`config.mk`:
```
export PLATFORM = sky130hd
export DESIGN_NAME = low_voltage_and_reset_flag_logic
export DESIGN_NICKNAME = d
export VERILOG_FILES = /design/src/logic/lv_reset_pkg.sv /design/src/logic/qualify_timer.sv /design/src/logic/low_voltage_and_reset_flag_logic.sv
export SDC_FILE = /design/constraint.sdc
export NUM_CORES = 1
export LEC_CHECK = 0
export ABC_AREA = 1
export BUFFER_PORTS_ARGS = -buffer_cell sky130_fd_sc_hd__clkbuf_2
export CORE_AREA = 2 2 82 84
export DETAILED_ROUTE_END_ITERATION = 8
export DIE_AREA = 0 0 84 86
export GPL_TIMING_DRIVEN = 1
export PLACE_DENSITY = 0.92
export REMOVE_ABC_BUFFERS = 1
export SKIP_LAST_GASP = 1
export SLEW_MARGIN = 10
export SYNTH_ARGS = -nofsm -noshare
export SYNTH_HDL_FRONTEND = slang
export SYNTH_SLANG_ARGS = --single-unit
```
`constraint.sdc`:
```
create_clock -name clk_sys_in -period 6 [get_ports clk_sys_in]
set_clock_uncertainty 0.05 [all_clocks]
set_input_delay 1.2 -clock clk_sys_in [delete_from_list [all_inputs] [get_ports clk_sys_in]]
set_output_delay 1.2 -clock clk_sys_in [all_outputs]
set_load 0.005 [all_outputs]
```
`src/logic/lv_reset_pkg.sv`:
```
package lv_reset_pkg;

   ////////////////////////////////////////////////////////////////////////////////////////////
   // Timing
   localparam int unsigned CLK_SYS_HZ      = 125_000_000;
   localparam int unsigned SLOW_OSC_HZ     = 32_000;
   localparam int unsigned SLOW_DIV_CYCLES = CLK_SYS_HZ / SLOW_OSC_HZ;
   localparam int unsigned DIV_WIDTH       = 12;
   // No figure is known for the code fault delay; slow-oscillator ticks
   localparam int unsigned CODE_FAULT_DELAY_TICKS = 16;

   ////////////////////////////////////////////////////////////////////////////////////////////
   // Register map, 8-bit data
   localparam int unsigned ADDR_WIDTH = 4;
   localparam int unsigned DATA_WIDTH = 8;
   localparam logic [3:0] ADDR_THRESHOLD_CODE = 4'h0;
   localparam logic [3:0] ADDR_FILTER_SELECT  = 4'h1;
   localparam logic [3:0] ADDR_RESET_CAUSE    = 4'h2;
   localparam logic [3:0] ADDR_RESET_STATUS   = 4'h3;
   localparam logic [3:0] ADDR_IRQ_STATUS     = 4'h4;
   localparam logic [3:0] ADDR_IRQ_MASK       = 4'h5;

   ////////////////////////////////////////////////////////////////////////////////////////////
   // Reset values and valid codes
   localparam logic [7:0] THRESHOLD_CODE_RESET = 8'h55;
   localparam logic [7:0] THRESHOLD_CODE_A     = 8'h55;
   localparam logic [7:0] THRESHOLD_CODE_B     = 8'h33;
   localparam logic [7:0] THRESHOLD_CODE_C     = 8'h99;
   localparam logic [7:0] THRESHOLD_CODE_D     = 8'hAA;
   localparam logic [1:0] FILTER_SELECT_RESET  = 2'h1;
   localparam logic [4:0] WDT_KEY_A            = 5'h0A;
   localparam logic [4:0] WDT_KEY_B            = 5'h15;

   ////////////////////////////////////////////////////////////////////////////////////////////
   // Qualify time, in slow ticks, per filter select
   localparam logic [7:0] QUALIFY_TICKS_0 = 8'h08;
   localparam logic [7:0] QUALIFY_TICKS_1 = 8'h20;
   localparam logic [7:0] QUALIFY_TICKS_2 = 8'h40;
   localparam logic [7:0] QUALIFY_TICKS_3 = 8'h80;

   ////////////////////////////////////////////////////////////////////////////////////////////
   // Field positions
   localparam int unsigned CAUSE_LOWVOLT_BIT    = 2;
   localparam int unsigned CAUSE_CODE_FAULT_BIT = 1;
   localparam int unsigned CAUSE_KEY_FAULT_BIT  = 0;
   localparam int unsigned STATUS_TIMEOUT_BIT   = 0;
   localparam int unsigned STATUS_POWERDOWN_BIT = 1;
   localparam int unsigned IRQ_WIDTH            = 5;
   localparam int unsigned IRQ_LOWVOLT_BIT      = 0;
   localparam int unsigned IRQ_CODE_FAULT_BIT   = 1;
   localparam int unsigned IRQ_KEY_FAULT_BIT    = 2;
   localparam int unsigned IRQ_RUN_TIMEOUT_BIT  = 3;
   localparam int unsigned IRQ_LP_TIMEOUT_BIT   = 4;

   typedef enum logic [1:0] {
      MODE_FAST  = 2'h0,
      MODE_SLOW  = 2'h1,
      MODE_IDLE  = 2'h3,
      MODE_SLEEP = 2'h2
   } power_mode_t;

endpackage : lv_reset_pkg

```
`src/logic/qualify_timer.sv`:
```
`timescale 1ns/1ps

module qualify_timer #(
   parameter int unsigned WIDTH = 8
) (
   input  wire logic             clk_sys_in,
   input  wire logic             rstn_in,
   input  wire logic             run_in,
   input  wire logic             tick_in,
   input  wire logic [WIDTH-1:0] limit_in,
   output logic                  done_out
);

   logic [WIDTH-1:0] count_q;
   logic [WIDTH-1:0] count_d;
   logic             fired_q;
   logic             fired_d;
   logic             done_d;

   if (WIDTH < 1 || WIDTH > 16) begin : g_width_check
      $error("qualify_timer: WIDTH out of range");
   end

   // Fires once per run; count never passes the limit, so no wrap
   always_comb begin
      count_d = count_q;
      fired_d = fired_q;
      done_d  = 1'b0;
      if (!run_in) begin
         count_d = '0;
         fired_d = 1'b0;
      end else begin
         if (tick_in && !fired_q && count_q < limit_in) begin
            count_d = count_q + 1'b1;
         end
         // Also catches a limit lowered below the running count
         done_d  = !fired_q && count_d >= limit_in;
         fired_d = fired_q | done_d;
      end
   end

   always_ff @(posedge clk_sys_in or negedge rstn_in) begin
      if (!rstn_in) begin
         count_q  <= '0;
         fired_q  <= 1'b0;
         done_out <= 1'b0;
      end else begin
         count_q  <= count_d;
         fired_q  <= fired_d;
         done_out <= done_d;
      end
   end

endmodule : qualify_timer

```
`src/logic/low_voltage_and_reset_flag_logic.sv`:
```
`timescale 1ns/1ps

// Overview of operation
// - Low-voltage detection is off in SLEEP and IDLE and active in FAST and SLOW.
// - Only the four threshold codes 55h, 33h, 99h and AAh are valid, all one 3.15V level.
// - An invalid threshold code forces a full reset after the fixed delay and restores 55h.
// - A low-voltage reset needs the supply low beyond the qualify time and keeps the code.
// - Filter select 00/01/10/11 sets the qualify time to 7~8/31~32/63~64/127~128 periods.
// - Filter select bits 7..2 read zero; only bits 1..0 are stored.
// - The low-voltage cause flag, bit 2, sets on a qualified reset and clears by writing 0.
// - The code fault flag, bit 1, sets while the code is invalid and clears by writing 0.
// - Reset cause bits 7..3 read zero; only bits 2..0 hold flags.
// - A watchdog timeout in FAST or SLOW gives a full reset and sets the timeout flag.
// - A watchdog timeout in SLEEP or IDLE clears only PC and SP and sets the timeout flag.
// - Power-on clears timeout and power-down flags; low-voltage leaves them; SLEEP/IDLE timeouts set both, FAST/SLOW only timeout.
// - Power-on reset holds the core reset, which zeroes PC, SP, interrupts, timers and ports.
// - A watchdog key other than 01010b or 10101b resets after the delay and sets bit 0.
module low_voltage_and_reset_flag_logic #(
   parameter int unsigned SLOW_DIV_CYCLES        = lv_reset_pkg::SLOW_DIV_CYCLES,
   parameter int unsigned CODE_FAULT_DELAY_TICKS = lv_reset_pkg::CODE_FAULT_DELAY_TICKS
) (
   input  wire logic        clk_sys_in,
   input  wire logic        rstn_in,
   input  wire logic        supply_ok_in,
   input  wire logic [1:0]  power_mode_in,
   input  wire logic        wdt_timeout_in,
   input  wire logic [4:0]  wdt_key_field_in,
   input  wire logic [3:0]  reg_addr_in,
   input  wire logic [7:0]  reg_wdata_in,
   input  wire logic        reg_wr_in,
   input  wire logic        reg_rd_in,
   output logic      [7:0]  reg_rdata_out,
   output logic             core_reset_out,
   output logic             pc_sp_clear_out,
   output logic             wdt_restart_out,
   output logic             lv_detect_enable_out,
   output logic             irq_out
);

   if (SLOW_DIV_CYCLES < 2 || SLOW_DIV_CYCLES > (1 << lv_reset_pkg::DIV_WIDTH)) begin : g_div_chk
      $error("SLOW_DIV_CYCLES out of range");
   end
   if (CODE_FAULT_DELAY_TICKS < 1 || CODE_FAULT_DELAY_TICKS > 255) begin : g_dly_chk
      $error("CODE_FAULT_DELAY_TICKS out of range");
   end

   localparam logic [11:0] DIV_LAST  = 12'(SLOW_DIV_CYCLES - 1);
   localparam logic [7:0]  DLY_TICKS = 8'(CODE_FAULT_DELAY_TICKS);
   localparam int unsigned IW        = lv_reset_pkg::IRQ_WIDTH;

   function automatic logic code_is_valid(input logic [7:0] code);
      code_is_valid = (code == lv_reset_pkg::THRESHOLD_CODE_A) ||
                      (code == lv_reset_pkg::THRESHOLD_CODE_B) ||
                      (code == lv_reset_pkg::THRESHOLD_CODE_C) ||
                      (code == lv_reset_pkg::THRESHOLD_CODE_D);
   endfunction : code_is_valid

   ////////////////////////////////////////////////////////////////////////////////////////////
   // Slow oscillator tick
   logic [11:0] div_q;
   logic [11:0] div_d;
   logic        tick_q;
   logic        tick_d;

   always_comb begin
      tick_d = (div_q == DIV_LAST);
      div_d  = tick_d ? 12'h000 : div_q + 12'h001;
   end

   always_ff @(posedge clk_sys_in or negedge rstn_in) begin
      if (!rstn_in) begin
         div_q  <= 12'h000;
         tick_q <= 1'b0;
      end else begin
         div_q  <= div_d;
         tick_q <= tick_d;
      end
   end

   ////////////////////////////////////////////////////////////////////////////////////////////
   // Event sources
   logic [7:0] threshold_q;
   logic [1:0] filter_q;
   logic [7:0] lv_limit;
   logic       lv_lowpower;
   logic       lv_run;
   logic       code_run;
   logic       key_run;
   logic       lv_done;
   logic       code_done;
   logic       key_done;
   logic       wdt_run_to;
   logic       wdt_lp_to;
   logic       full_reset_req;

   always_comb begin
      lv_lowpower = (power_mode_in == lv_reset_pkg::MODE_IDLE) ||
                    (power_mode_in == lv_reset_pkg::MODE_SLEEP);
      lv_run      = !lv_lowpower && !supply_ok_in;
      code_run    = !code_is_valid(threshold_q);
      key_run     = (wdt_key_field_in != lv_reset_pkg::WDT_KEY_A) &&
                    (wdt_key_field_in != lv_reset_pkg::WDT_KEY_B);
      wdt_run_to  = wdt_timeout_in && !lv_lowpower;
      wdt_lp_to   = wdt_timeout_in && lv_lowpower;
      case (filter_q)
         2'h0:    lv_limit = lv_reset_pkg::QUALIFY_TICKS_0;
         2'h1:    lv_limit = lv_reset_pkg::QUALIFY_TICKS_1;
         2'h2:    lv_limit = lv_reset_pkg::QUALIFY_TICKS_2;
         2'h3:    lv_limit = lv_reset_pkg::QUALIFY_TICKS_3;
         default: lv_limit = lv_reset_pkg::QUALIFY_TICKS_3;
      endcase
      full_reset_req = lv_done || code_done || key_done || wdt_run_to;
   end

   qualify_timer #(.WIDTH(8)) u_lv_timer (
      .clk_sys_in (clk_sys_in),
      .rstn_in    (rstn_in),
      .run_in     (lv_run),
      .tick_in    (tick_q),
      .limit_in   (lv_limit),
      .done_out   (lv_done)
   );

   qualify_timer #(.WIDTH(8)) u_code_timer (
      .clk_sys_in (clk_sys_in),
      .rstn_in    (rstn_in),
      .run_in     (code_run),
      .tick_in    (tick_q),
      .limit_in   (DLY_TICKS),
      .done_out   (code_done)
   );

   qualify_timer #(.WIDTH(8)) u_key_timer (
      .clk_sys_in (clk_sys_in),
      .rstn_in    (rstn_in),
      .run_in     (key_run),
      .tick_in    (tick_q),
      .limit_in   (DLY_TICKS),
      .done_out   (key_done)
   );

   ////////////////////////////////////////////////////////////////////////////////////////////
   // Registers
   logic [7:0]    threshold_d;
   logic [1:0]    filter_d;
   logic [2:0]    cause_q;
   logic [2:0]    cause_d;
   logic [1:0]    status_q;
   logic [1:0]    status_d;
   logic [IW-1:0] irq_stat_q;
   logic [IW-1:0] irq_stat_d;
   logic [IW-1:0] irq_mask_q;
   logic [IW-1:0] irq_mask_d;
   logic [IW-1:0] irq_set;
   logic [7:0]    rdata_d;
   logic          irq_d;
   logic          wr_thr;
   logic          wr_cause;
   logic          wr_status;

   always_comb begin
      wr_thr    = reg_wr_in && reg_addr_in == lv_reset_pkg::ADDR_THRESHOLD_CODE;
      wr_cause  = reg_wr_in && reg_addr_in == lv_reset_pkg::ADDR_RESET_CAUSE;
      wr_status = reg_wr_in && reg_addr_in == lv_reset_pkg::ADDR_RESET_STATUS;

      // Restore beats a same-cycle write, else a bad code could survive
      threshold_d = threshold_q;
      if (code_done) begin
         threshold_d = lv_reset_pkg::THRESHOLD_CODE_RESET;
      end else if (wr_thr) begin
         threshold_d = reg_wdata_in;
      end

      filter_d = filter_q;
      if (reg_wr_in && reg_addr_in == lv_reset_pkg::ADDR_FILTER_SELECT) begin
         filter_d = reg_wdata_in[1:0];
      end

      // Software may only clear; hardware set wins
      cause_d = cause_q & ~(wr_cause ? ~reg_wdata_in[2:0] : 3'h0);
      cause_d[lv_reset_pkg::CAUSE_LOWVOLT_BIT]    |= lv_done;
      cause_d[lv_reset_pkg::CAUSE_CODE_FAULT_BIT] |= code_run;
      cause_d[lv_reset_pkg::CAUSE_KEY_FAULT_BIT]  |= key_run;

      // Low-voltage reset leaves both flags alone
      status_d = status_q & ~(wr_status ? ~reg_wdata_in[1:0] : 2'h0);
      status_d[lv_reset_pkg::STATUS_TIMEOUT_BIT]   |= wdt_timeout_in;
      status_d[lv_reset_pkg::STATUS_POWERDOWN_BIT] |= wdt_lp_to;

      irq_set = '0;
      irq_set[lv_reset_pkg::IRQ_LOWVOLT_BIT]     = lv_done;
      irq_set[lv_reset_pkg::IRQ_CODE_FAULT_BIT]  = code_done;
      irq_set[lv_reset_pkg::IRQ_KEY_FAULT_BIT]   = key_done;
      irq_set[lv_reset_pkg::IRQ_RUN_TIMEOUT_BIT] = wdt_run_to;
      irq_set[lv_reset_pkg::IRQ_LP_TIMEOUT_BIT]  = wdt_lp_to;
      irq_stat_d = irq_set |
                   (irq_stat_q & {IW{!(reg_rd_in &&
                                      reg_addr_in == lv_reset_pkg::ADDR_IRQ_STATUS)}});
      irq_mask_d = irq_mask_q;
      if (reg_wr_in && reg_addr_in == lv_reset_pkg::ADDR_IRQ_MASK) begin
         irq_mask_d = reg_wdata_in[IW-1:0];
      end
      irq_d = |(irq_stat_d & irq_mask_d);

      // Reads show the value before any read clear
      rdata_d = 8'h00;
      if (reg_rd_in) begin
         case (reg_addr_in)
            lv_reset_pkg::ADDR_THRESHOLD_CODE: rdata_d = threshold_q;
            lv_reset_pkg::ADDR_FILTER_SELECT:  rdata_d = {6'h00, filter_q};
            lv_reset_pkg::ADDR_RESET_CAUSE:    rdata_d = {5'h00, cause_q};
            lv_reset_pkg::ADDR_RESET_STATUS:   rdata_d = {6'h00, status_q};
            lv_reset_pkg::ADDR_IRQ_STATUS:     rdata_d = {3'h0, irq_stat_q};
            lv_reset_pkg::ADDR_IRQ_MASK:       rdata_d = {3'h0, irq_mask_q};
            default:                           rdata_d = 8'h00;
         endcase
      end
   end

   always_ff @(posedge clk_sys_in or negedge rstn_in) begin
      if (!rstn_in) begin
         threshold_q          <= lv_reset_pkg::THRESHOLD_CODE_RESET;
         filter_q             <= lv_reset_pkg::FILTER_SELECT_RESET;
         cause_q              <= 3'h0;
         status_q             <= 2'h0;
         irq_stat_q           <= '0;
         irq_mask_q           <= '0;
         reg_rdata_out        <= 8'h00;
         core_reset_out       <= 1'b1;
         pc_sp_clear_out      <= 1'b0;
         wdt_restart_out      <= 1'b1;
         lv_detect_enable_out <= 1'b0;
         irq_out              <= 1'b0;
      end else begin
         threshold_q          <= threshold_d;
         filter_q             <= filter_d;
         cause_q              <= cause_d;
         status_q             <= status_d;
         irq_stat_q           <= irq_stat_d;
         irq_mask_q           <= irq_mask_d;
         reg_rdata_out        <= rdata_d;
         core_reset_out       <= full_reset_req;
         pc_sp_clear_out      <= wdt_lp_to && !full_reset_req;
         wdt_restart_out      <= full_reset_req || wdt_lp_to;
         lv_detect_enable_out <= !lv_lowpower;
         irq_out              <= irq_d;
      end
   end

   ////////////////////////////////////////////////////////////////////////////////////////////
   // Checks
   logic [19:0] low_cnt_q;
   logic [19:0] low_cnt_d;

   always_comb begin
      low_cnt_d = lv_run ? low_cnt_q + 20'h00001 : 20'h00000;
   end

   always_ff @(posedge clk_sys_in or negedge rstn_in) begin
      if (!rstn_in) begin
         low_cnt_q <= 20'h00000;
      end else begin
         low_cnt_q <= low_cnt_d;
      end
   end

   a_lv_off_lowpower: assert property (@(posedge clk_sys_in) disable iff (!rstn_in)
      lv_lowpower |=> !lv_done && !lv_detect_enable_out)
      else $error("low-voltage reset active in low-power mode");

   a_valid_code_quiet: assert property (@(posedge clk_sys_in) disable iff (!rstn_in)
      !code_run |=> !code_done)
      else $error("code fault reset with valid code");

   a_code_restore: assert property (@(posedge clk_sys_in) disable iff (!rstn_in)
      code_done |=> threshold_q == lv_reset_pkg::THRESHOLD_CODE_RESET && core_reset_out)
      else $error("code fault did not restore threshold code");

   a_lv_keeps_code: assert property (@(posedge clk_sys_in) disable iff (!rstn_in)
      lv_done && !code_done && !wr_thr |=> threshold_q == $past(threshold_q))
      else $error("low-voltage reset changed threshold code");

   a_lv_qualify_time: assert property (@(posedge clk_sys_in) disable iff (!rstn_in)
      lv_done |-> low_cnt_q >=
         20'((32'(lv_limit) - 32'd1) * SLOW_DIV_CYCLES))
      else $error("low-voltage reset before qualify time");

   a_filter_upper_zero: assert property (@(posedge clk_sys_in) disable iff (!rstn_in)
      reg_rd_in && reg_addr_in == lv_reset_pkg::ADDR_FILTER_SELECT
      |=> reg_rdata_out[7:2] == 6'h00)
      else $error("filter select upper bits not zero");

   a_lv_flag_set: assert property (@(posedge clk_sys_in) disable iff (!rstn_in)
      lv_done |=> cause_q[lv_reset_pkg::CAUSE_LOWVOLT_BIT] ##1
                  cause_q[lv_reset_pkg::CAUSE_LOWVOLT_BIT] || $past(wr_cause))
      else $error("low-voltage cause flag lost");

   a_code_flag_set: assert property (@(posedge clk_sys_in) disable iff (!rstn_in)
      code_run |=> cause_q[lv_reset_pkg::CAUSE_CODE_FAULT_BIT])
      else $error("code fault flag not set");

   a_cause_upper_zero: assert property (@(posedge clk_sys_in) disable iff (!rstn_in)
      reg_rd_in && reg_addr_in == lv_reset_pkg::ADDR_RESET_CAUSE
      |=> reg_rdata_out[7:3] == 5'h00)
      else $error("reset cause upper bits not zero");

   a_run_timeout: assert property (@(posedge clk_sys_in) disable iff (!rstn_in)
      wdt_run_to |=> core_reset_out && status_q[lv_reset_pkg::STATUS_TIMEOUT_BIT])
      else $error("run-mode timeout without full reset");

   a_lp_timeout: assert property (@(posedge clk_sys_in) disable iff (!rstn_in)
      wdt_lp_to && !full_reset_req |=> pc_sp_clear_out && !core_reset_out)
      else $error("low-power timeout did more than PC and SP clear");

   a_lp_flags: assert property (@(posedge clk_sys_in) disable iff (!rstn_in)
      wdt_lp_to |=> status_q == 2'h3)
      else $error("low-power timeout flags wrong");

   a_key_fault: assert property (@(posedge clk_sys_in) disable iff (!rstn_in)
      key_done |=> core_reset_out && cause_q[lv_reset_pkg::CAUSE_KEY_FAULT_BIT])
      else $error("key fault reset or flag missing");

   a_lv_restart: assert property (@(posedge clk_sys_in) disable iff (!rstn_in)
      !lv_run |=> !lv_done)
      else $error("qualify counter fired with supply high");

endmodule : low_voltage_and_reset_flag_logic

```
# After elaboration in Yosys (flattened, before gate mapping)
# Cells that the tools add are included.
# op_classes
n_reduce_logical	40
n_lt_le_gt_ge	6
bitwise_logic	17
n_addsub	4
n_eq_ne	17
n_mux	24
# ops
operator	n
8-bit 2-to-1 mux	12
8-bit one-hot mux with 6 select lines	1
8-bit one-hot mux with 4 select lines	1
8-bit by 1-bit adder with 8-bit output, second input constant	3
1-bit logical AND	20
8-bit equality test, second input constant	2
8-bit by 5-bit >= comparator with 1-bit output, second input constant	2
8-bit by 5-bit < comparator with 1-bit output, second input constant	2
12-bit by 1-bit adder with 12-bit output, second input constant	1
12-bit equality test, second input constant	1
12-bit 2-to-1 mux	1
5-bit bitwise AND	2
2-bit equality test, second input constant	4
4-bit by 2-bit equality test with 1-bit output, second input constant	2
4-bit by 3-bit equality test with 1-bit output, second input constant	2
8-bit by 6-bit equality test with 1-bit output, second input constant	1
8-bit by 7-bit equality test with 1-bit output, second input constant	1
8-bit >= comparator	1
1-bit logical NOT	8
1-bit logical OR	8
8-bit < comparator	1
1-bit OR	8
1-bit 2-to-1 mux	6
3-bit NOT	2
other kinds (15)	16
# word_totals
input_bits	25
regBits	81
wordCells	131
out_inout_bits	13

# Logic depth before layout (Yosys ltp)
# Gate-level depths: netlist of run 1.
# logic_depth
depth_word	10
depth_mapped	19
mapped_depth_nobuf	19

# Modules after synthesis
# From an unflattened synthesis of run 1, not the netlist that was laid out.
# unflattened
hier_cells	745
area_unflattened_um2	5461.5
# by_module_without_submodules
module	seq_area_each_um2	area_per_inst_um2	instances	cells_per_inst
qualify_timer	250.2	1004.7	3	148
low_voltage_and_reset_flag_logic	1285.0	2447.3	1	301

# Worst setup path before layout of run 1
# Ideal clock, no wire load.
# synth_timing
path_kind	register to register
startpoint	reg filter_q[0]
endpoint	reg u_lv_timer.fired_q
period_less_slack_ns	2.770
arrival_time_ns	2.598
n_path_buf	0
stages_incl_launch_ff	19
setup_time_ns	0.122
required_ns	5.828
setup_slack_ns	3.230
cell_sequence	dfstp_2 nand2_1 ha_1 nand2_1 inv_1 nor2_4 nand3_4 nor2_1 nand3_1 xor2_1 inv_1 ha_1 a21o_1 a21oi_1 nand2_1 nor2_1 nand2_1 nand2_2 a21oi_2
# synth_between
elab_chain_cells	10
word_cells_on_any_way	13
# synth_rtl
element	line	rtl
start: declaration	low_voltage_and_reset_flag_logic.sv:83	logic [1:0] filter_q;
start signal: assignment	low_voltage_and_reset_flag_logic.sv:223	filter_q <= lv_reset_pkg::FILTER_SELECT_RESET;
start signal: assignment	low_voltage_and_reset_flag_logic.sv:236	filter_q <= filter_d;
2-bit equality test (tied with other cells)	low_voltage_and_reset_flag_logic.sv:105	case (filter_q)
8-bit one-hot mux with 4 select lines (*)	low_voltage_and_reset_flag_logic.sv:105	
8-bit < comparator	qualify_timer.sv:33	if (tick_in && !fired_q && count_q < limit_in) begin
1-bit logical AND	qualify_timer.sv:33	
8-bit 2-to-1 mux	qualify_timer.sv:33	
8-bit 2-to-1 mux	qualify_timer.sv:29	if (!run_in) begin
8-bit >= comparator (*)	qualify_timer.sv:37	done_d = !fired_q && count_d >= limit_in;
1-bit logical AND (*)	qualify_timer.sv:37	
1-bit OR (*)	qualify_timer.sv:38	fired_d = fired_q | done_d;
1-bit 2-to-1 mux (*)	qualify_timer.sv:29	
via u_lv_timer.fired_d	qualify_timer.sv:17	logic fired_d;
end signal: assignment	qualify_timer.sv:49	fired_q <= fired_d;
end: declaration	qualify_timer.sv:16	logic fired_q;
# The timed path passes the listed nets; every way through them passes the cells marked *. The select of a mux whose other input is x is not followed.
# A chain may end at the register's enable or synchronous reset.

# Worst setup path in the final report of run 1
# Ends and elaborated chain as after synthesis.

==> results of run 1 <==
## cells in the final DEF, fill, tap and decap left out, types with 12 or more instances in the layout
master and instances:
nor2_1 51, a21oi_1 17, nand2_1 75, clkbuf_2 35, dfrtp_1 74, o21ai_0 21, nand3_1 19, inv_1 75
ha_1 12
## sequential cells by signal (all words and copies together), names as in the netlist, 2 cells and up
signal / count
div_q: 12
threshold_q: 8
irq_stat_q: 5
u_key_timer.count_q: 8
reg_rdata_out: 8
u_code_timer.count_q: 8
u_lv_timer.count_q: 8
filter_q: 2
irq_mask_q: 5
cause_q: 3
status_q: 2
## final cells by class
| class | count | area share |
|---|---|---|
| clock inverters | 6 | 0.0209 |
| multi-input cells | 279 | 0.348 |
| clock buffers | 10 | 0.0316 |
| well taps | 77 | 0.0221 |
| repair buffers | 36 | 0.0419 |
| flip-flops and latches | 81 | 0.467 |
| inverters | 80 | 0.0688 |
## power by group through the flow
stage | sequential (W) | combinational [W] | clock (W)
4_1_cts | 0.000621 | 0.000171 | 0.000456
2_1_floorplan | 0.000627 | 0.000105 | 0
6_report | 0.000622 | 0.000171 | 0.000453
3_5_place_dp | 0.000632 | 0.000166 | 0
5_1_grt | 0.000627 | 0.000192 | 0.000477
3_3_place_gp | 0.000630 | 0.000157 | 0
## worst register-to-register path, stage by stage, from the launching register on
cell and delay, ns:
dfstp_2 0.58, nand2_1 0.11, ha_1 0.32, nand2_1 0.07
inv_1 0.06, nand2_1 0.18, nand3_4 0.17, nor2_1 0.12
nand3_1 0.09, xor2_1 0.20, inv_1 0.07, ha_1 0.29
a21o_1 0.18, a21oi_1 0.20, nand2_1 0.10, nor2_1 0.15
nand2_1 0.10, nand2_2 0.08, a21oi_2 0.05
## per-layer routing
| metal | vias up | track usage | wire length [um] |
|---|---|---|---|
| li1 | 1514 | - | - |
| met1 | 1494 | 0.276 | 3290 |
| met2 | 150 | 0.406 | 4100 |
| met3 | 29 | 0.0674 | 530 |
| met4 | 0 | 0.116 | 229 |
| met5 | - | 0 | 0 |
## path summary, 6_finish.rpt
| check | slack (ns) | end | cells after the start | startpoint |
|---|---|---|---|---|
| min reg2reg | 0.42 | u_key_timer.done_out$_DFF_PN0_ | 1 | u_key_timer.fired_q$_DFF_PN0_ |
| min | 0.42 | u_key_timer.done_out$_DFF_PN0_ | 1 | u_key_timer.fired_q$_DFF_PN0_ |
| max in group asynchronous | 4.34 | div_q[2]$_DFF_PN0_ | 1 | rstn_in |
| max | 2.71 | u_lv_timer.fired_q$_DFF_PN0_ | 18 | filter_q[0]$_DFFE_PN1P_ |
| min in group asynchronous | 0.93 | threshold_q[7]$_DFFE_PN0P_ | 1 | rstn_in |
| max reg2reg | 2.71 | u_lv_timer.fired_q$_DFF_PN0_ | 18 | filter_q[0]$_DFFE_PN1P_ |
## cells by family (layout without fill, tap and decap cells)
logic type      count (synthesis)  in the layout  share of synthesized area
fa+ha+maj                      12             12                     0.0389
buf+inv                        81            132                     0.0791
compound gates                 62             62                     0.0931
simple gates                  193            193                      0.234
xor+xnor                       12             12                     0.0272
flops                          81             81                      0.528
## through the flow
step | power (W) | utilization | worst slack (ns) | cells | area, um2
2_1_floorplan | 0.000732 | - | 3.23 | 440 | 3850
3_3_place_gp | 0.000787 | 0.658 | 3.03 | 553 | 4130
3_5_place_dp | 0.000798 | 0.658 | 2.92 | 553 | 4130
4_1_cts | 0.00125 | 0.695 | 2.73 | 569 | 4360
5_1_grt | 0.00130 | 0.695 | 2.47 | 569 | 4360
6_report | 0.00125 | 0.695 | 2.71 | 569 | 4360
==> metrics.md, run 1 <==
| Metric | Value |
|---|---|
| Sinks on Clock Net | 81 |
| Top post-synthesis cells by area | dfrtp_1 48%, inv_1 7.3%, nand2_1 7.3% |
| EDFF count, synth | 0 |
| CP max stage delay | 0.58 ns |
| Initial DRC count | 259 |
| Sequential fraction of design power | 0.499 |
| Mapped cell area | 3860 um2 |
| Clock share of power | 0.363 |
| Most frequently used flop master after synthesis | dfrtp_1 |
| Worst-Skew Late Latency | 0.36 ns |
| Worst Tran Pin Value | 0.960 ns |
| Gate Count Post-Synth | 441 |
| Status | completed |
| PwrDens | 286 nW/um2 |
| Share of layout cells above drive strength 1 | 0.167 |
| Number of global-route vias before repair | 3153 |
| Min-Delay Path Class | flop to flop |
| FILL cells | 414 |
| Rows | 29 |
| Root buffer selected by CTS | clkbuf_8 |
| Cell taking the most area after synthesis | dfrtp_1 |
| Total grt overflow | 0 |
| Min Clock Period, post-route | 3.29 ns |
| Pleak | 2.17 nW |
| Post-CTS setup buffers | 0 |
| Seq/Total Area, Yosys | 0.528 |
| Detailed Place HPWL | 5730 um |
| Slew margin rel. | 0.360 |
| Critical path arrival | 3.48 ns |
| Largest net degree at the start of global routing | 82 |
| Vias | 3187 |
| Post-CTS Resized | 0 |
| Hold Buf Count CTS | 0 |
| Fraction of registers with async set/reset | 1.00 |
| Layout Nets | 524 |
| Critical path endpoint category | flop |
| DRT Pass-1 Iters | 5 |
| Hold Fails Final Rpt | 0 |
| RSZ-0062 raised after global routing | no |
| Synth cell count leaders | 75 x inv_1, 75 x nand2_1, 74 x dfrtp_1, 51 x nor2_1, 21 x o21ai_0 |
| Net Sw Frac | 0.279 |
| Vias per inst | 5.60 |
| Die Y | 86 um |
| Internal power | 0.000898 W |
| Mapped Avg Cell Area | 8.75 um2 |
| DRC | 0 |
| H-tree depth | 3 |
| Worst path bufs/invs | 2 |
| Setup_tns | 0 ns |
| Highest Clock Rate | 304 MHz |
| Die X | 84 um |
| TritonCTS Buffers | 9 |
| Yosys top cell area share | 0.480 |
| Max Cap Viol | 0 |
| Final GP Congestion | 0.910 |
| Startpoint Class | flop |
| Final worst path period share | 0.548 |
| Worst-path cell chain | nand2_1 > ha_1 > nand2_1 > inv_1 > nand2_1 > nand3_4 > nor2_1 > nand3_1 > xor2_1 > inv_1 > ha_1 > a21o_1 > a21oi_1 > nand2_1 > nor2_1 > nand2_1 > nand2_2 > a21oi_2 |
| Clock tree buffer depth | 2 |
| Crit path max-delay family | simple AND/OR/NAND/NOR gates |
| Antenna violations before repair | 0 |
| Peak supply drop | 0.000208 V |
| Final wirelength | 8150 um |
| Core area | 6280 um2 |
| Switching Power | 0.000348 W |
| Comb pwr share | 0.137 |
| Unique masters post-synth | 35 |
| Critical path type | flop to flop |
| Port buffer count | 36 |
| CTS tree | done |
| Hold Slack | 0.418 ns |
| Die area | 7220 um2 |
| Clock transition at path regs | 0.08 ns |
| Slew Limit Fails | 0 |
| IO Count | 38 |
| Layout area overhead | 13.0% |
| Global-route usage over all layers | 0.237 |
| Synth warn | 0 |
| Wire length of the first global-routing pass | 13400 um |
| Final setup viols | 0 |
| Most used cell, CP | nand2_1 |
| Multi-input gate area | 1520 um2 |
| Crit path required time | 6.19 ns |
| Ant diodes | 0 |
| Wirelength per Cell | 14.3 um |
| Crit path max-delay cell type | dfstp_2 |
| Combined flip-flop and latch cell area | 2040 um2 |
| #FFs+latches synth | 81 |
| Initial Util | 0.615 |
| Antenna-violating nets left | 0 |
| CP Max Fanout | 8 |
No activity file was read; power rests on OpenSTA's default activity.
==> inputs of run 2 (changes only) <==
Settings changed: ABC_AREA 1 to 0, CORE_AREA 2 2 82 84 to 2 2 88 90, DIE_AREA 0 0 84 86 to 0 0 90 92, PLACE_DENSITY 0.92 to 0.84.
Clock period 6 ns to 2.9 ns, I/O delays scaled along.
==> metrics.md, run 2 <==
| Metric | Value |
|---|---|
| Setup WS post-layout | -0.164 ns (-2.88 ns) |
| Worst Setup EP | u_lv_timer.fired_q$_DFF_PN0_ |
| Combinational family with the most area after synthesis | simple AND/OR/NAND/NOR gates |
| Min Clock Period, post-route | 3.06 ns (-0.223 ns) |
| XOR/XNOR share of the synthesized area | 0.0531 (+0.0259) |
| Failing checks | negative setup slack |
| CP Max Fanout | 4 (-4) |
| Setup_tns | -0.245 ns (-0.245 ns) |
| Synth warn | 0 (unchanged) |
| Yosys top cell area share | 0.488 (+0.00839) |
| Die X | 90 um (+7.1%) |
| Synth Area in Adders | 0.0396 (+0.000680) |
| Startpoint Class | flop |
| Complex-gate fraction of the synthesized area | 0.0891 (-0.00398) |
| #FFs+latches synth | 81 (unchanged) |
| Detailed Place HPWL | 5170 um (-9.9%) |
| Most frequently used flop master after synthesis | dfrtp_1 |
| Mux cell area share after synthesis | 0.0445 (+0.0445) |
| Hold Fails Final Rpt | 0 (unchanged) |
| Sinks on Clock Net | 81 (unchanged) |
| Largest Register | div_q |
| Layout Nets | 443 (-15%) |
| Pleak | 2.14 nW (-1.7%) |
| H-tree depth | 3 (unchanged) |
| Worst reg-to-reg setup slack | -0.16 ns (-2.88 ns) |
| Port buffer count | 36 (unchanged) |
| Critical R2R Launch | filter_q[0]$_DFFE_PN1P_ |
| Final setup viols | 2 (+2) |
| Combined flip-flop and latch cell area | 2040 um2 (about the same) |
| Die Y | 92 um (+7.0%) |
| Commonest non-fill, non-tap cell in the layout | dfrtp_1 |
| Number of global-route vias before repair | 2871 (-8.9%) |
| Final wirelength | 7710 um (-5.4%) |
| Mapped Avg Cell Area | 10.7 um2 (+22%) |
| Share of layout cells above drive strength 1 | 0.246 (+0.0791) |
| Critical path arrival | 3.27 ns (-0.21 ns) |
| Slew Limit Fails | 0 (unchanged) |
| Multi-input gate area | 1790 um2 (+18%) |
| Post-synthesis simple-gate area fraction | 0.217 (-0.0174) |
| DRT Pass-1 Iters | 4 (-1) |
| RSZ-0062 raised after global routing | yes |
| Core area | 7450 um2 (+19%) |
| Rows | 32 (+10%) |
| Antenna violations before repair | 0 (unchanged) |
| Final Core Density | 0.602 (-0.0932) |
| Fraction of registers with async set/reset | 1.00 (unchanged) |
| IO Count | 38 (unchanged) |
| Max Cap Viol | 0 (unchanged) |
| Wire length of the first global-routing pass | 13300 um (-1.1%) |
| CTS tree | done |
| Crit path required time | 3.10 ns (-3.09 ns) |
| Clock transition at path regs | 0.09 ns (about the same) |
| Reg2Reg Depth | 11 (-7) |
| Highest Clock Rate | 326 MHz (+7.3%) |
| Clock tree buffer depth | 2 (unchanged) |
| Slew margin rel. | 0.221 (-0.139) |
| Critical path type | flop to flop |
| Most numerous cell in the Yosys netlist | dfrtp_1 |
| Mapped cell area | 3790 um2 (-1.7%) |
| Final worst path period share | 1.06 (+0.509) |
| Most frequent cells in the layout | 73 x dfrtp_1, 46 x nor2_1, 35 x clkbuf_2, 29 x nand2_1, 16 x nand3_1 |
| Synth cell count leaders | 74 x dfrtp_1, 46 x nor2_1, 31 x nand2_1, 16 x nand3_1, 14 x and3_1 |
| Ant diodes | 0 (unchanged) |
| Initial Util | 0.509 (-0.105) |
| Seq/Total Area, Yosys | 0.537 (+0.00922) |
| Min-Delay Path Class | primary input to asynchronous set/reset pin |
| Total grt overflow | 0 (unchanged) |
| Peak supply drop | 0.000250 V (+20%) |
| DRC | 0 (unchanged) |
| Status | complete, but fails checks |
| CP startpoint | filter_q[0]$_DFFE_PN1P_ |
| Vias | 2843 (-11%) |
| Worst-Skew Late Latency | 0.36 ns (about the same) |
| EDFF count, synth | 0 (unchanged) |
| TritonCTS Buffers | 9 (unchanged) |
| PwrDens | 572 nW/um2 (+100%) |
| Cell taking the most area after synthesis | dfrtp_1 |
| Largest net degree at the start of global routing | 81 (-1.2%) |
| Critical path endpoint category | flop |
| Vias per inst | 5.54 (-1.1%) |
| Initial DRC count | 194 (-25%) |
| Antenna-violating nets left | 0 (unchanged) |
| Layout area overhead | 18.1% |
| Root buffer selected by CTS | clkbuf_8 |
| Largest register FFs | 12 (unchanged) |
| Global-route usage over all layers | 0.199 (-0.0378) |
| Final GP Congestion | 0.887 (-2.5%) |
| Unique masters post-synth | 53 (+51%) |
| Top post-synthesis cells by area | dfrtp_1 49%, dfstp_2 4.8%, nor2_1 4.6% |
| Gate Count Post-Synth | 355 (-20%) |
| Critical R2R Capture | u_lv_timer.fired_q$_DFF_PN0_ |
| FILL cells | 602 (+45%) |
| Die area | 8280 um2 (+15%) |
| Worst Tran Pin Value | 1.16 ns (+0.197 ns) |
| Wirelength per Cell | 15.0 um (+4.9%) |
## run 2: cell types whose count changed in the layout (fill, tap and decap cells not counted), sizes merged, moves of 11 or more
cell,change
o21ai,-16
nand2,-50
buf,+13
and3,+14
nor2,-15
xnor2,+11
inv,-66
## run 2: repair_timing
item                       in CTS  in global routing
buffers inserted                4                  2
gates resized for setup        14                  5
cloned                          0                  0
hold buffers                    0                  0
setup endpoints to repair       2                  2
pin swaps                       7                  8
## run 2: kinds of logic after synthesis
| kind of cell | after synthesis |
|---|---|
| and+or+nand+nor | 153 |
| DFF | 81 |
| AOI/OAI and AO/OA | 50 |
| xor gates and xnor gates | 23 |
| buffers and inverters | 20 |
| muxes | 16 |
| adders and majority gates | 12 |
## run 2: per-stage QoR
| step | setup WS [ns] | hold slack (ns) | instance area [um2] | cells | power (W) |
|---|---|---|---|---|---|
| global placement | 0.0152 | 0.397 | 4120 | 491 | 0.00165 |
| floorplan | 0.0926 | 0.234 | 3760 | 346 | 0.00152 |
| finish | -0.164 | 0.328 | 4480 | 513 | 0.00256 |
| CTS | -0.00305 | 0.366 | 4440 | 511 | 0.00257 |
| global route | -0.288 | 0.389 | 4480 | 513 | 0.00270 |
| detailed placement | -0.152 | 0.406 | 4120 | 491 | 0.00167 |
## run 2: layout make-up
cell class	count	area share
tap	102	0.0285
sequential	81	0.455
timing repair buffer	49	0.0626
multi-input combinational	254	0.399
inverter	11	0.00922
clock inverter	5	0.0142
clock buffer	11	0.0316
## run 2: worst min path at each step
stage | from | endpoint
2_1_floorplan | rstn_in | cause_q[0]$_DFF_PN0_
3_3_place_gp | u_key_timer.fired_q$_DFF_PN0_ | u_key_timer.done_out$_DFF_PN0_
3_5_place_dp | u_key_timer.fired_q$_DFF_PN0_ | u_key_timer.done_out$_DFF_PN0_
4_1_cts | rstn_in | irq_mask_q[1]$_DFF_PN0_
5_1_grt | wdt_timeout_in | status_q[0]$_DFF_PN0_
6_report | rstn_in | irq_mask_q[1]$_DFF_PN0_
## run 2: routing by layer
metal	GRT usage	share of wire	vias to the layer above	wire length [um]
li1	-	-	1359	-
met1	0.259	0.45	1404	3480
met2	0.328	0.50	66	3830
met3	0.0493	0.037	14	283
met4	0.0679	0.015	0	116
met5	0	0	-	0
## run 2: power by group
group / total, W / switching, W / internal, W
combinational: 0.000402 / 0.000205 / 0.000197
sequential: 0.00132 / 0.0000792 / 0.00124
clock: 0.000844 / 0.000417 / 0.000428
## run 2: critical path, stage by stage (launching register included)
cell and delay, ns:
dfstp_2 0.62, nand2b_4 0.09, ha_4 0.27, a21oi_1 0.07
o211ai_1 0.46, buf_4 0.22, nor3_2 0.04, xnor2_1 0.15
ha_1 0.33, nor4b_4 0.20, mux2i_1 0.15, a311oi_1 0.31
==> inputs of run 3 (changes only) <==
Settings changed: RECOVER_POWER set to 50.
==> metrics.md, run 3 (synthesis gave the netlist of run 2 again) <==
| Metric | Value |
|---|---|
| Vias per inst | 5.59 (+0.91%) |
| Status | complete, but fails checks |
| RSZ-0062 raised after global routing | yes |
| H-tree depth | 3 (unchanged) |
| CP Max Fanout | 4 (unchanged) |
| IO Count | 38 (unchanged) |
| Die area | 8280 um2 (unchanged) |
| Initial DRC count | 181 (-6.7%) |
| PwrDens | 573 nW/um2 (+0.13%) |
| Critical path type | flop to flop |
| Hold Fails Final Rpt | 0 (unchanged) |
| Peak supply drop | 0.000249 V (-0.12%) |
| Pre-CTS WS | -0.152 ns (unchanged) |
| Ant diodes | 0 (unchanged) |
| Antenna violations before repair | 0 (unchanged) |
| Crit path required time | 3.11 ns (about the same) |
| Number of global-route vias before repair | 2871 (unchanged) |
| Min-Delay Path Class | primary input to flop |
| Hold depth | 2 |
| Failing checks | max-capacitance violations, max-slew violations, negative setup slack |
| Final wirelength | 7700 um (about the same) |
| Core area | 7450 um2 (unchanged) |
| Share of layout cells above drive strength 1 | 0.241 (-0.00487) |
| Detailed Place HPWL | 5170 um (unchanged) |
| Wirelength per Cell | 15.0 um (about the same) |
| Layout area overhead | 17.9% |
| Most frequent cells in the layout | 73 x dfrtp_1, 46 x nor2_1, 35 x clkbuf_2, 29 x nand2_1, 16 x nand3_1 |
| Root buffer selected by CTS | clkbuf_8 |
| Largest Register | div_q |
| Highest Clock Rate | 327 MHz (+0.11%) |
| Min Clock Period, post-route | 3.06 ns (-0.00336 ns) |
| Worst Tran Pin Value | 1.93 ns (+0.770 ns) |
| Global-route usage over all layers | 0.199 (unchanged) |
| Reg2Reg Depth | 11 (unchanged) |
| Largest net degree at the start of global routing | 81 (unchanged) |
| Largest register FFs | 12 (unchanged) |
| Clock transition at path regs | 0.09 ns (about the same) |
| Critical R2R Launch | filter_q[0]$_DFFE_PN1P_ |
| Vias | 2869 (+0.91%) |
| DRT Pass-1 Iters | 4 (unchanged) |
| Commonest non-fill, non-tap cell in the layout | dfrtp_1 |
| Startpoint Class | flop |
| Slew Limit Fails | 81 (+81) |
| Hold Slack | 0.394 ns (+0.0660 ns) |
| Layout Nets | 443 (unchanged) |
| Sinks on Clock Net | 81 (unchanged) |
| Final std cells w/o fill | 513 (unchanged) |
| Port buffer count | 36 (unchanged) |
| CTS tree | done |
| Hold Buf Count CTS | 0 (unchanged) |
| CP startpoint | filter_q[0]$_DFFE_PN1P_ |
| DRC | 0 (unchanged) |
| Post-placement cell count | 491 (unchanged) |
| Die X | 90 um (unchanged) |
| Wire length of the first global-routing pass | 13300 um (unchanged) |
| Final Power | 0.00256 W (about the same) |
| Critical R2R Capture | u_lv_timer.fired_q$_DFF_PN0_ |
| Die Y | 92 um (unchanged) |
| Slew margin rel. | -0.285 (-0.505) |
| Setup WS post-layout | -0.161 ns (+0.00336 ns) |
| Antenna-violating nets left | 0 (unchanged) |
| Worst-Skew Late Latency | 0.36 ns (about the same) |
| HP Start | wdt_timeout_in |
| Critical path arrival | 3.27 ns (about the same) |
| Rows | 32 (unchanged) |
| TritonCTS Buffers | 9 (unchanged) |
| Worst reg-to-reg setup slack | -0.16 ns (about the same) |
| Worst hold endpoint | status_q[0]$_DFF_PN0_ |
| Critical path endpoint category | flop |
| Clock tree buffer depth | 2 (unchanged) |
| Pleak | 2.13 nW (-0.34%) |
| Max Cap Viol | 1 (+1) |
| Final setup viols | 2 (unchanged) |
| Final Core Density | 0.601 (-0.00101) |
| Initial Util | 0.509 (unchanged) |
| Total grt overflow | 0 (unchanged) |
| Final worst path period share | 1.06 (-0.00116) |
| Final GP Congestion | 0.887 (unchanged) |
==> run 3: final cells by class <==
cell class | instances | area, um2
fill | 602 | 2970
multi-input combinational | 254 | 1790
sequential | 81 | 2040
inverter | 11 | 41.3
clock inverter | 5 | 63.8
timing repair buffer | 49 | 273
tap | 102 | 128
clock buffer | 11 | 141
==> run 3: routing by layer <==
metal | vias up | share of wire | track usage
li1 | 1358 | - | -
met4 | 0 | 0.016 | 0.0679
met2 | 72 | 0.50 | 0.328
met3 | 14 | 0.039 | 0.0493
met1 | 1425 | 0.45 | 0.259
met5 | - | 0 | 0
==> run 3: worst max path at each step <==
stage | endpoint | slack [ns] | cells past startpoint
2_1_floorplan | u_lv_timer.fired_q$_DFF_PN0_ | 0.09 | 12
5_1_grt | u_lv_timer.fired_q$_DFF_PN0_ | -0.29 | 12
3_5_place_dp | u_lv_timer.fired_q$_DFF_PN0_ | -0.15 | 11
6_report | u_lv_timer.fired_q$_DFF_PN0_ | -0.16 | 11
3_3_place_gp | u_lv_timer.fired_q$_DFF_PN0_ | 0.02 | 12
4_1_cts | u_lv_timer.fired_q$_DFF_PN0_ | -0.003 | 12
==> run 3: power by group <==
part           leakage, nW  switching, W  internal (W)
sequential            1.02     0.0000783       0.00124
clock                0.100      0.000417      0.000428
combinational         1.01      0.000205      0.000196
total                 2.13      0.000701       0.00186
==> run 3: repair_timing <==
action                     4_1_cts  5_1_grt
setup endpoints to repair        2        2
buffers inserted                 4        2
pin swaps                        7        8
gates resized for setup         14        5
==> run 3: through the flow <==
stage / cell area [um2] / TNS (ns)
floorplan: 3760 / 0
global placement: 4120 / 0
detailed placement: 4120 / -0.179
CTS: 4440 / -0.00305
global route: 4470 / -0.485
finish: 4470 / -0.241
==> run 3: critical path, cell delays in order (launching register included) <==
cell and delay [ns]:
dfstp_2 0.62, nand2b_4 0.09, ha_4 0.27, a21oi_1 0.07
o211ai_1 0.46, buf_4 0.22, nor3_2 0.04, xnor2_1 0.15
ha_1 0.33, nor4b_4 0.20, mux2i_1 0.15, a311oi_1 0.31
